`config.mk`:
```
export PLATFORM = sky130hd
export DESIGN_NAME = smdp_port
export DESIGN_NICKNAME = d
export VERILOG_FILES = /design/src/rtl/smdp_pkg.sv /design/src/rtl/smdp_sync2.sv /design/src/rtl/smdp_port.sv
export SDC_FILE = /design/constraint.sdc
export NUM_CORES = 1
export LEC_CHECK = 0
export ABC_AREA = 1
export BUFFER_PORTS_ARGS = -buffer_cell sky130_fd_sc_hd__buf_2
export CORE_AREA = 10 10 124 126
export CTS_CLUSTER_SIZE = 14
export DETAILED_ROUTE_END_ITERATION = 8
export DIE_AREA = 0 0 134 136
export GPL_TIMING_DRIVEN = 0
export PLACE_DENSITY = 0.74
export SYNTH_ARGS = -nofsm -noshare
export SYNTH_HDL_FRONTEND = slang
export SYNTH_SLANG_ARGS = --single-unit
```
`constraint.sdc`:
```
create_clock -name CLOCK -period 3.3 [get_ports CLOCK]
set_input_delay 0.66 -clock CLOCK [delete_from_list [all_inputs] [get_ports CLOCK]]
set_output_delay 0.66 -clock CLOCK [all_outputs]
set_load 0.02 [all_outputs]
```
`src/rtl/smdp_pkg.sv`:
```
// constants, state type and rule summary for the dual serial port front end
// Function
// - async mode: each emitted bit lasts one ETU, 372 carrier periods by default.
// - sync mode: sample data on clock rise, change outgoing data on clock fall.
// - async reset sequence sends the 64-bit answer-to-reset contents.
// - reset input is held high internally so sync mode works unconnected.
// - no answer-to-reset in sync mode.
// - data line driven only low, released otherwise, in both protocols.
// - up to 16 addressed devices share one 2-wire bus.
// - async bit rate may be raised by agreed divisor, up to 153,600 baud.
// - writes accepted as single byte or page up to 128 bytes, self-timed.
// - sync commands open with start condition and close with stop condition.
// - sync mode: received 8-bit words acknowledged low in ninth clock, except a foreign or busy-time address and bytes past a full page.
package smdp_pkg;
    localparam int ETU_DEFAULT = 372;
    localparam int ETU_W = 9;
    localparam int ATR_BYTES = 8;
    localparam int CHAR_LAST_BIT = 11;
    localparam int PAGE_MAX = 128;
    localparam int CLK_HZ = 50000000;
    localparam int TWR_MS = 5;
    localparam int TWR_CYCLES = TWR_MS * (CLK_HZ / 1000);
    localparam int DEV_ADDR_W = 4;
    localparam logic [3:0] BITS_PER_BYTE = 4'h8;
    localparam logic [7:0] RESET_BYTE = 8'h00;
    typedef enum logic [2:0] {
        S_IDLE,
        S_ADDR,
        S_ADDR_ACK,
        S_WDATA,
        S_WACK,
        S_RDATA,
        S_RACK,
        S_ATR
    } smdp_state_t;
endpackage

```
`src/rtl/smdp_sync2.sv`:
```
// two-flop synchroniser for pin inputs
`timescale 1ns/100ps
module smdp_sync2 #(
    parameter int W = 1
) (
    input wire logic clk,
    input wire logic rstn,
    input wire logic [W-1:0] d,
    output logic [W-1:0] q
);
    logic [W-1:0] meta_r;
    always_ff @(posedge clk)
    begin
        if (!rstn)
        begin
            meta_r <= '1;
            q <= '1;
        end
        else
        begin
            meta_r <= d;
            q <= meta_r;
        end
    end
endmodule

```
`src/rtl/smdp_port.sv`:
```
// serial front end: T=0 answer-to-reset sender and addressed 2-wire slave
`timescale 1ns/100ps
module smdp_port #(
    parameter int TWR_CYCLES = smdp_pkg::TWR_CYCLES
) (
    input wire logic CLOCK,
    input wire logic RSTN,
    input wire logic ASYNC_MODE,
    input wire logic SCL_CLK,
    input wire logic SDA_IN,
    output logic SDA_OUT,
    output logic SDA_OE,
    input wire logic RST_IN,
    output logic RST_PULLUP_EN,
    input wire logic [smdp_pkg::DEV_ADDR_W-1:0] DEV_ADDR,
    input wire logic [63:0] ATR_DATA,
    input wire logic [smdp_pkg::ETU_W-1:0] ETU_DIV,
    input wire logic [7:0] TX_DATA,
    output logic TX_REQ,
    output logic [7:0] RX_DATA,
    output logic RX_VALID,
    output logic RX_ADDR,
    output logic PROG_START,
    output logic WR_BUSY,
    output logic ATR_ACTIVE
);
    localparam int BW = $clog2(TWR_CYCLES + 1);

    logic [3:0] pins_s;
    logic scl_s, sda_s, rst_s, async_s;
    logic scl_d_r, sda_d_r, rst_d_r;
    logic scl_rise, scl_fall, start_c, stop_c, rst_rise, etu_done;

    smdp_pkg::smdp_state_t state_r, state_nxt;
    logic [3:0] cnt_r, cnt_nxt;
    logic [7:0] sh_r, sh_nxt, tx_r, tx_nxt;
    logic oe_r, oe_nxt, ack_on_r, ack_on_nxt, ack_ok_r, ack_ok_nxt;
    logic rw_r, rw_nxt, more_r, more_nxt;
    logic [7:0] page_r, page_nxt, rx_r, rx_nxt;
    logic rxv_r, rxv_nxt, rxa_r, rxa_nxt, txq_r, txq_nxt, prog_r, prog_nxt;
    logic [BW-1:0] busy_r, busy_nxt;
    logic [2:0] byte_r, byte_nxt;
    logic [3:0] bit_r, bit_nxt;
    logic [smdp_pkg::ETU_W-1:0] etu_r, etu_nxt;

    smdp_sync2 #(.W(4)) u_sync (
        .clk(CLOCK),
        .rstn(RSTN),
        .d({ASYNC_MODE, RST_IN, SDA_IN, SCL_CLK}),
        .q(pins_s)
    );
    assign scl_s = pins_s[0];
    assign sda_s = pins_s[1];
    assign rst_s = pins_s[2];
    assign async_s = pins_s[3];

    assign scl_rise = scl_s && !scl_d_r;
    assign scl_fall = !scl_s && scl_d_r;
    assign start_c = scl_s && scl_d_r && sda_d_r && !sda_s && !async_s;
    assign stop_c = scl_s && scl_d_r && !sda_d_r && sda_s && !async_s;
    assign rst_rise = rst_s && !rst_d_r;
    // divisor of zero behaves as one so a bad setting cannot stall the sender
    assign etu_done = scl_rise && ({1'b0, etu_r} + 10'h001 >= {1'b0, ETU_DIV});

    function automatic logic char_bit(input logic [7:0] b, input logic [3:0] i);
        if (i == 4'h0)
            char_bit = 1'b0;
        else if (i <= 4'h8)
            char_bit = b[3'(i - 4'h1)];
        else if (i == 4'h9)
            char_bit = ^b;
        else
            char_bit = 1'b1;
    endfunction

    function automatic logic [7:0] atr_byte(input logic [63:0] d, input logic [2:0] n);
        atr_byte = d[{n, 3'h0} +: 8];
    endfunction

    always_comb
    begin
        state_nxt = state_r;
        cnt_nxt = cnt_r;
        sh_nxt = sh_r;
        tx_nxt = tx_r;
        oe_nxt = oe_r;
        ack_on_nxt = ack_on_r;
        ack_ok_nxt = ack_ok_r;
        rw_nxt = rw_r;
        more_nxt = more_r;
        page_nxt = page_r;
        rx_nxt = rx_r;
        rxv_nxt = 1'b0;
        rxa_nxt = rxa_r;
        txq_nxt = 1'b0;
        prog_nxt = 1'b0;
        busy_nxt = (busy_r != '0) ? busy_r - 1'b1 : busy_r;
        byte_nxt = byte_r;
        bit_nxt = bit_r;
        etu_nxt = etu_r;
        if (start_c)
        begin
            state_nxt = smdp_pkg::S_ADDR;
            cnt_nxt = 4'h0;
            oe_nxt = 1'b0;
        end
        else if (stop_c)
        begin
            // page gathered during this command goes to the self-timed cycle,
            // even after an over-long page left the slave idle
            if (!rw_r && page_r != 8'h00)
            begin
                prog_nxt = 1'b1;
                busy_nxt = BW'(TWR_CYCLES);
            end
            state_nxt = smdp_pkg::S_IDLE;
            oe_nxt = 1'b0;
            page_nxt = 8'h00;
        end
        else
        begin
            case (state_r)
                smdp_pkg::S_IDLE:
                begin
                    oe_nxt = 1'b0;
                    if (async_s && rst_rise)
                    begin
                        state_nxt = smdp_pkg::S_ATR;
                        byte_nxt = 3'h0;
                        bit_nxt = 4'h0;
                        etu_nxt = '0;
                        oe_nxt = 1'b1;
                    end
                end
                smdp_pkg::S_ADDR, smdp_pkg::S_WDATA:
                begin
                    if (scl_rise)
                    begin
                        sh_nxt = {sh_r[6:0], sda_s};
                        cnt_nxt = cnt_r + 4'h1;
                        if (cnt_r == smdp_pkg::BITS_PER_BYTE - 4'h1)
                        begin
                            cnt_nxt = 4'h0;
                            ack_on_nxt = 1'b0;
                            rx_nxt = {sh_r[6:0], sda_s};
                            rxv_nxt = 1'b1;
                            rxa_nxt = (state_r == smdp_pkg::S_ADDR);
                            if (state_r == smdp_pkg::S_ADDR)
                            begin
                                rw_nxt = sda_s;
                                page_nxt = 8'h00;
                                // silent unless our address and not programming
                                if (sh_r[6:3] == DEV_ADDR && busy_r == '0)
                                    state_nxt = smdp_pkg::S_ADDR_ACK;
                                else
                                    state_nxt = smdp_pkg::S_IDLE;
                            end
                            else
                            begin
                                state_nxt = smdp_pkg::S_WACK;
                                ack_ok_nxt = (page_r < 8'(smdp_pkg::PAGE_MAX));
                                if (page_r < 8'(smdp_pkg::PAGE_MAX))
                                    page_nxt = page_r + 8'h01;
                            end
                        end
                    end
                end
                smdp_pkg::S_ADDR_ACK, smdp_pkg::S_WACK:
                begin
                    if (scl_fall && !ack_on_r)
                    begin
                        ack_on_nxt = 1'b1;
                        oe_nxt = (state_r == smdp_pkg::S_ADDR_ACK) || ack_ok_r;
                    end
                    else if (scl_fall)
                    begin
                        if (state_r == smdp_pkg::S_ADDR_ACK && rw_r)
                        begin
                            state_nxt = smdp_pkg::S_RDATA;
                            tx_nxt = {TX_DATA[6:0], 1'b0};
                            oe_nxt = !TX_DATA[7];
                            txq_nxt = 1'b1;
                        end
                        else if (state_r == smdp_pkg::S_WACK && !ack_ok_r)
                        begin
                            state_nxt = smdp_pkg::S_IDLE;
                            oe_nxt = 1'b0;
                        end
                        else
                        begin
                            state_nxt = smdp_pkg::S_WDATA;
                            oe_nxt = 1'b0;
                        end
                    end
                end
                smdp_pkg::S_RDATA:
                begin
                    if (scl_rise)
                    begin
                        cnt_nxt = cnt_r + 4'h1;
                        if (cnt_r == smdp_pkg::BITS_PER_BYTE - 4'h1)
                        begin
                            cnt_nxt = 4'h0;
                            ack_on_nxt = 1'b0;
                            more_nxt = 1'b0;
                            state_nxt = smdp_pkg::S_RACK;
                        end
                    end
                    else if (scl_fall)
                    begin
                        oe_nxt = !tx_r[7];
                        tx_nxt = {tx_r[6:0], 1'b0};
                    end
                end
                smdp_pkg::S_RACK:
                begin
                    if (scl_fall && !ack_on_r)
                    begin
                        ack_on_nxt = 1'b1;
                        oe_nxt = 1'b0;
                    end
                    else if (scl_rise && ack_on_r)
                        more_nxt = !sda_s;
                    else if (scl_fall && more_r)
                    begin
                        state_nxt = smdp_pkg::S_RDATA;
                        tx_nxt = {TX_DATA[6:0], 1'b0};
                        oe_nxt = !TX_DATA[7];
                        txq_nxt = 1'b1;
                    end
                    else if (scl_fall)
                        state_nxt = smdp_pkg::S_IDLE;
                end
                smdp_pkg::S_ATR:
                begin
                    if (!rst_s || !async_s)
                    begin
                        state_nxt = smdp_pkg::S_IDLE;
                        oe_nxt = 1'b0;
                    end
                    else if (etu_done)
                    begin
                        etu_nxt = '0;
                        if (bit_r == 4'(smdp_pkg::CHAR_LAST_BIT))
                        begin
                            bit_nxt = 4'h0;
                            if (byte_r == 3'(smdp_pkg::ATR_BYTES - 1))
                            begin
                                state_nxt = smdp_pkg::S_IDLE;
                                oe_nxt = 1'b0;
                            end
                            else
                            begin
                                byte_nxt = byte_r + 3'h1;
                                oe_nxt = 1'b1;
                            end
                        end
                        else
                        begin
                            bit_nxt = bit_r + 4'h1;
                            oe_nxt = !char_bit(atr_byte(ATR_DATA, byte_r), bit_r + 4'h1);
                        end
                    end
                    else if (scl_rise)
                        etu_nxt = etu_r + 1'b1;
                end
                default:
                    state_nxt = smdp_pkg::S_IDLE;
            endcase
        end
    end

    always_ff @(posedge CLOCK)
    begin
        if (!RSTN)
        begin
            scl_d_r <= 1'b1;
            sda_d_r <= 1'b1;
            rst_d_r <= 1'b1;
            state_r <= smdp_pkg::S_IDLE;
            cnt_r <= 4'h0;
            sh_r <= smdp_pkg::RESET_BYTE;
            tx_r <= smdp_pkg::RESET_BYTE;
            oe_r <= 1'b0;
            ack_on_r <= 1'b0;
            ack_ok_r <= 1'b0;
            rw_r <= 1'b0;
            more_r <= 1'b0;
            page_r <= 8'h00;
            rx_r <= smdp_pkg::RESET_BYTE;
            rxv_r <= 1'b0;
            rxa_r <= 1'b0;
            txq_r <= 1'b0;
            prog_r <= 1'b0;
            busy_r <= '0;
            byte_r <= 3'h0;
            bit_r <= 4'h0;
            etu_r <= '0;
        end
        else
        begin
            scl_d_r <= scl_s;
            sda_d_r <= sda_s;
            rst_d_r <= rst_s;
            state_r <= state_nxt;
            cnt_r <= cnt_nxt;
            sh_r <= sh_nxt;
            tx_r <= tx_nxt;
            oe_r <= oe_nxt;
            ack_on_r <= ack_on_nxt;
            ack_ok_r <= ack_ok_nxt;
            rw_r <= rw_nxt;
            more_r <= more_nxt;
            page_r <= page_nxt;
            rx_r <= rx_nxt;
            rxv_r <= rxv_nxt;
            rxa_r <= rxa_nxt;
            txq_r <= txq_nxt;
            prog_r <= prog_nxt;
            busy_r <= busy_nxt;
            byte_r <= byte_nxt;
            bit_r <= bit_nxt;
            etu_r <= etu_nxt;
        end
    end

    assign SDA_OUT = 1'b0;
    assign SDA_OE = oe_r;
    assign RST_PULLUP_EN = 1'b1;
    assign TX_REQ = txq_r;
    assign RX_DATA = rx_r;
    assign RX_VALID = rxv_r;
    assign RX_ADDR = rxa_r;
    assign PROG_START = prog_r;
    assign WR_BUSY = (busy_r != '0);
    assign ATR_ACTIVE = (state_r == smdp_pkg::S_ATR);
endmodule

```
; ---- Yosys cells after proc, flatten, opt, wreduce, memory -nomap -nowiden
; Index checks and enable logic that the tools add are counted.
[classes]
add_sub_neg = 8
mul = 0
n_div = 0
n_lt_le_gt_ge = 4
n_eq_ne = 54
n_shift = 1
muxes = 99
n_bitwise = 6
n_reduce_logical = 72
[ops]
columns = op, count
row1 = $mux W8, 14
row2 = $mux W18, 4
row3 = $mux W3, 22
row4 = $shiftx A64 B7 Y8, 1
row5 = $mux W1, 38
row6 = $mux W9, 4
row7 = $ne A4 B4 Y1 const B, 9
row8 = $ne A2 B2 Y1 const B, 16
row9 = $reduce_and A6 Y1, 5
row10 = $reduce_and A13 Y1, 2
row11 = $pmux W8 S3, 1
row12 = $mux W4, 5
row13 = $logic_and A1 B1 Y1, 19
row14 = $logic_not A18 Y1, 1
row15 = $pmux W3 S6, 1
row16 = $pmux W9 S2, 1
row17 = $reduce_bool A18 Y1, 1
row18 = $sub A18 B1 Y18 const B, 1
row19 = $eq A3 B3 Y1 const B, 5
row20 = $ne A5 B1 Y1 const B, 3
row21 = $reduce_and A7 Y1, 2
row22 = $logic_not A1 Y1, 13
row23 = $ne A3 B1 Y1 const B, 4
row24 = $ne A3 B3 Y1 const B, 4
row25 = 40 further kinds, 68
[word_totals]
reg_bits = 92
latch_bits = 0
ramBits = 0
rom_bits = 0
out_inout_bits = 17
elab_cells = 269
n_memories = 0

; ---- Longest topological paths before layout
[logic_depth]
depth_word = 17
ltp_mapped = 20
depth_no_buf = 20

; ---- By module
; From an unflattened synthesis, not the netlist that was laid out.
[hier_totals]
cells_unflattened = 912
area_unflattened_um2 = 5731.7
[by_module_without_submodules]
columns = module, n_inst, cells_per_inst, area_each_um2
row1 = smdp_port, 1, 887, 5506.5
row2 = smdp_sync2, 1, 25, 225.2

; ---- Worst setup path before layout
; OpenSTA, ideal clock, no wires.
[synth_timing]
kind = reg-to-reg
start = register etu_r[0] in the netlist's numbering
end = register state_r[0]
setup_ns = 0.133
t_arrival_ns = 2.195
required_ns = 3.167
slack_ns = 0.972
path_stages_with_launch = 21
period_less_slack_ns = 2.328
cell_sequence = dfxtp_1 ha_1 nand2_1 nor2_1 xnor2_1 inv_1 ha_1 nand2_1 nor2_1 nor2_1 o211ai_1 nand3_1 nand2_1 nand2_1 nand3_2 nand2_2 nand2_1 nand2_1 nor2_1 nor2_1 a21oi_1
[synth_between]
elab_chain_cells = 5
[synth_rtl]
columns = element, line
row1 = "start, declared", smdp_port.sv:44  ; logic [smdp_pkg::ETU_W-1:0] etu_r, etu_nxt;
row2 = "start signal, assigned", smdp_port.sv:323  ; etu_r <= etu_nxt;
row3 = $add A9 B1 Y10, smdp_port.sv:63  ; assign etu_done = scl_rise && ({1'b0, etu_r} + 10'h001 >= {1'b0, ETU_DIV});
row4 = $ge A10 B9 Y1, smdp_port.sv:63
row5 = $logic_and A1 B1 Y1, smdp_port.sv:63
row6 = $ne A5 B1 Y1 (no line), --
row7 = $reduce_and A13 Y1 (no line), --
row8 = "end signal, assigned", smdp_port.sv:280  ; state_r <= smdp_pkg::S_IDLE;
row9 = "end signal, assigned", smdp_port.sv:305  ; state_r <= state_nxt;
row10 = "end, declared", smdp_port.sv:34  ; smdp_pkg::smdp_state_t state_r, state_nxt;
; No other way between the ends.
; A chain may end at the register's enable or synchronous reset.

; ---- Worst setup path in the final report
; Same ends and word-level chain as after synthesis.

==> results.md <==
| Stage | Result | Reported |
| --- | --- | --- |
| critical path | Crit path kind | flop to flop |
| placement | Pre-CTS WS | 592 ps |
| placement | Number of buffers added on ports | 104 |
| drt | 1st-pass router iterations | 5 |
| critical path | Most used cell, CP | sky130_fd_sc_hd__nand2_1 |
| timing | Final Hold Viols | 0 |
| synthesis | Top cell type by total area after synthesis | sky130_fd_sc_hd__dfxtp_1 |
| critical path | Combined buffer and inverter count along the critical path | 0 |
| drt | Total wirelength of the detailed-routed design | 14.5 mm |
| timing | Largest clock skew in the final design | 8.68 ps |
| critical path | Reg-to-reg slack, setup | 550 ps |
| final layout | Total area of sequential cells | 1820 µm² |
| clock tree | Worst skew pair latency | 350 ps |
| clock tree | H-tree level count | 3 |
| placement | Estimated wirelength of the detail-placed design | 11.4 mm |
| timing | Pins Over Slew Limit | 0 |
| floorplan | Row count | 42 |
| critical path | Arrival time of the worst setup path | 2950 ps |
| floorplan | IO Count | 108 |
| critical path | Startpoint Class | flop |
| critical path | Master of the slowest instance on the critical path | sky130_fd_sc_hd__dfxtp_1 |
| synthesis | Number of flip-flops and latches in the synthesized netlist | 91 |
| synthesis | Top cells by area, synth | sky130_fd_sc_hd__dfxtp_1 (32%), sky130_fd_sc_hd__nand2_1 (16%), sky130_fd_sc_hd__inv_1 (9.7%) |
| timing | Worst slew margin | 0.485 |
| placement | Gp weighted congestion | 0.952 |
| synthesis | Warnings from Yosys | 0 |
| floorplan | Die ar. | 18200 µm² |
| floorplan | Core outline area | 13000 µm² |
| drt | Average wire per cell in the routed design | 11.9 µm |
| final layout | Area used by multi-input combinational logic | 3160 µm² |
| final layout | Fraction of final layout cells with drive strength greater than 1 | 0.169 |
| floorplan | Height of the die | 136 µm |
| timing | Final critical-path share of the clock period | 0.833 |
| final layout | Filler Cells Inserted | 1366 |
| critical path | Critical path data required time | 3500 ps |
| grt | Wire length of the first global-routing pass | 24.5 mm |
| synthesis | Distinct cell type count of the synthesized netlist | 39 |
| hold path | Path class of the lowest-slack min-delay path | flop to flop |
| drt | DR vias | 5827 |
| critical path | Cell breakdown of the critical path | and3_1 > nand4_1 > nor2_1 > xor2_1 > ha_1 > a21oi_1 > nand2_1 > nand2_1 > nand3_2 > nand2_2 > nand2_1 > nand2_1 > nor2_1 > nor2_1 > a21oi_1 |
| floorplan | Starting Density | 0.442 |
| clock tree | Post-CTS Hold Fix Bufs | 0 |
| critical path | Maximum cell stage delay along the critical path | 390 ps |
| drt | Drt via density | 4.81 |
| clock tree | Clock slew at the register clock pins of the worst setup and hold paths | 60 ps |
| clock tree | Cts repair resizes | 0 |
| critical path | Dominant delay contributor by cell family on the critical path | simple AND/OR/NAND/NOR gates |
| clock tree | CTS buffer count | 9 |
| status | Run status | complete, no violations |
| timing | Peak clock frequency supported by timing | 364 MHz |
| synthesis | Synth Instances | 915 |
| drt | DRC | 0 |
| clock tree | CTS root buffer | sky130_fd_sc_hd__clkbuf_16 |
| clock tree | Post-CTS repair timing setup buffer count | 0 |
| synthesis | Share of the synthesized area in the top cell type | 0.318 |
| synthesis | Register area share after synthesis | 0.318 |
| floorplan | DIE WIDTH | 134 µm |
| pwr | Maximum vdd drop | 0.281 mV |
| pwr | Leakage power | 3.53 nW |
| synthesis | Syn nets | 1025 |
| final layout | Layout Nets | 1140 |
| run | Max-cap viol count | 0 |
| drt | Post-detailed-route count of antenna-violating nets | 0 |
| timing | Total negative setup slack | 0 ps |
| critical path | Maximum fanout along the worst path | 10 |
| clock tree | Max clock buf depth | 2 |
| critical path | Worst Setup End Kind | flop |
| timing | Unrepaired setup endpoints after global routing | no |
| final layout | Layout overhead on the synthesized area | 18.2% |
| synthesis | Combined area of all synthesized cells | 5740 µm² |
| timing | Final setup margin | 551 ps |
| pwr | P per Cell Area | 659 nW/µm² |
| clock tree | CTS tree | built |
| timing | Worst-margin pin slew | 767 ps |
| timing | Final worst path period need | 2750 ps |
| grt | Vias in the first global route | 5598 |
| grt | GRT Residual Overflow | 0 |
| final layout | Post-route insts no fill | 1211 |
| placement | Placed cells | 1195 |
| grt | Maximum number of pins on one net before global-route repair | 16 |
| synthesis | Avg Cell Area, Syn | 6.27 µm² |
| final layout | Number of inserted diodes | 0 |
| grt | Global-route usage over all layers | 0.157 |
| drt | DR iter-0 viols | 435 |
| timing | Number of setup violations in the final report | 0 |
| clock tree | Sink count of the clock tree | 91 |
| grt | Initial antenna violation count | 0 |
-- metal layers --
metal	GRT usage	share of wire	vias up
li1	-	-	3144
met1	0.184	0.46	2530
met2	0.275	0.48	124
met3	0.0336	0.046	29
met4	0.0629	0.023	0
met5	0	0	-
-- cell usage in the layout, fill, tap and decap left out, types with 2 or more instances in the layout --
master                      netlist  final
sky130_fd_sc_hd__xor2_1          12     12
sky130_fd_sc_hd__nand4_1         13     13
sky130_fd_sc_hd__nor2_1          78     78
sky130_fd_sc_hd__nand3_1         83     83
sky130_fd_sc_hd__buf_2            7    111
sky130_fd_sc_hd__clkbuf_1        12     13
sky130_fd_sc_hd__inv_6            0      2
sky130_fd_sc_hd__dfxtp_1         91     91
sky130_fd_sc_hd__nand2_2          4      4
sky130_fd_sc_hd__nor4_1           5      5
sky130_fd_sc_hd__inv_1          148    148
sky130_fd_sc_hd__or2_2            9      9
sky130_fd_sc_hd__inv_2           12     12
sky130_fd_sc_hd__clkbuf_16        0      9
sky130_fd_sc_hd__nor2_4           3      3
sky130_fd_sc_hd__ha_1            19     19
sky130_fd_sc_hd__buf_4            9      9
sky130_fd_sc_hd__o31ai_1          2      2
sky130_fd_sc_hd__xnor2_1          5      5
sky130_fd_sc_hd__a211oi_1        16     16
sky130_fd_sc_hd__nor3_1          17     17
sky130_fd_sc_hd__nor2_2           5      5
sky130_fd_sc_hd__nand3_2          2      2
sky130_fd_sc_hd__nand2_1        242    242
sky130_fd_sc_hd__o21ai_0         38     38
sky130_fd_sc_hd__o2111ai_1        2      2
sky130_fd_sc_hd__a21oi_1         59     59
sky130_fd_sc_hd__conb_1           2      2
sky130_fd_sc_hd__a31oi_1          7      7
sky130_fd_sc_hd__a31o_2           2      2
-- flip-flops by register name (all words and copies together), names as in the netlist, 7 cells and up --
register and cells:
etu_r 9, page_r 8, busy_r 18, RX_DATA 8
sh_r 7, tx_r 7
-- kinds of logic after synthesis --
kind of cell / after synthesis / synth area share
AOI/OAI and AO/OA: 133 / 0.131
xor gates and xnor gates: 17 / 0.0260
adders and majority gates: 19 / 0.0414
buffers and inverters: 189 / 0.132
DFF: 91 / 0.318
other: 2 / 0.00131
and+or+nand+nor: 464 / 0.351
-- synth_stat cells --
library cell                instances
sky130_fd_sc_hd__nand2_1          242
sky130_fd_sc_hd__inv_1            148
sky130_fd_sc_hd__dfxtp_1           91
sky130_fd_sc_hd__nand3_1           83
sky130_fd_sc_hd__nor2_1            78
sky130_fd_sc_hd__a21oi_1           59
sky130_fd_sc_hd__o21ai_0           38
sky130_fd_sc_hd__ha_1              19
sky130_fd_sc_hd__nor3_1            17
sky130_fd_sc_hd__a211oi_1          16
sky130_fd_sc_hd__nand4_1           13
sky130_fd_sc_hd__clkbuf_1          12
sky130_fd_sc_hd__inv_2             12
sky130_fd_sc_hd__xor2_1            12
sky130_fd_sc_hd__buf_4              9
sky130_fd_sc_hd__or2_2              9
sky130_fd_sc_hd__a31oi_1            7
sky130_fd_sc_hd__buf_2              7
sky130_fd_sc_hd__nor2_2             5
sky130_fd_sc_hd__nor4_1             5
sky130_fd_sc_hd__xnor2_1            5
sky130_fd_sc_hd__nand2_2            4
sky130_fd_sc_hd__nor2_4             3
sky130_fd_sc_hd__a31o_2             2
sky130_fd_sc_hd__conb_1             2
sky130_fd_sc_hd__nand3_2            2
sky130_fd_sc_hd__o2111ai_1          2
sky130_fd_sc_hd__o31ai_1            2
sky130_fd_sc_hd__a21boi_0           1
sky130_fd_sc_hd__a41oi_1            1
sky130_fd_sc_hd__and3_1             1
sky130_fd_sc_hd__inv_4              1
sky130_fd_sc_hd__nor2_8             1
sky130_fd_sc_hd__o211ai_1           1
sky130_fd_sc_hd__o21a_1             1
sky130_fd_sc_hd__o21ai_1            1
sky130_fd_sc_hd__o21ai_2            1
sky130_fd_sc_hd__o221ai_1           1
sky130_fd_sc_hd__or2_0              1
-- metrics by stage --
stage	utilization	cell area (µm²)	power [mW]	hold slack, ps
after detailed placement	0.499	6480	3.43	397
after global placement	0.499	6480	3.40	398
after CTS	0.522	6780	4.48	412
final	0.522	6780	4.47	409
after floorplan	-	5740	2.99	393
after global routing	0.522	6780	4.87	431
-- report_power, final --
| group | total (mW) | internal, mW | switching (mW) |
|---|---|---|---|
| Clock | 1.04 | 0.612 | 0.432 |
| Sequential | 1.41 | 1.28 | 0.139 |
| Combinational | 2.01 | 0.722 | 1.29 |
| Total | 4.47 | 2.61 | 1.86 |
-- layout make-up --
class | count | area share
repair buffers | 104 | 0.0768
clock buffers | 11 | 0.0358
plain buffers | 28 | 0.0218
flip-flops and latches | 91 | 0.269
inverters | 161 | 0.0895
clock inverters | 5 | 0.00886
well taps | 176 | 0.0325
multi-input cells | 635 | 0.466
-- worst reg2reg max path, delay by kind of cell, from the launching register on --
family | cells | cell delay [ps]
simple gates | 11 | 1480
flops | 1 | 390
fa+ha+maj | 1 | 290
xor+xnor | 1 | 240
compound gates | 2 | 220
-- final timing paths --
path / end / start / depth (start not counted)
max: state_r[0]$_SDFFE_PN0P_ / etu_r[0]$_SDFFE_PN0P_ / 15
min: u_sync.q[2]$_SDFF_PN1_ / u_sync.meta_r[2]$_SDFF_PN1_ / 1
max reg2reg: state_r[0]$_SDFFE_PN0P_ / etu_r[0]$_SDFFE_PN0P_ / 15
min reg2reg: u_sync.q[2]$_SDFF_PN1_ / u_sync.meta_r[2]$_SDFF_PN1_ / 1
Note: power is estimated with default switching activity, not from simulation.
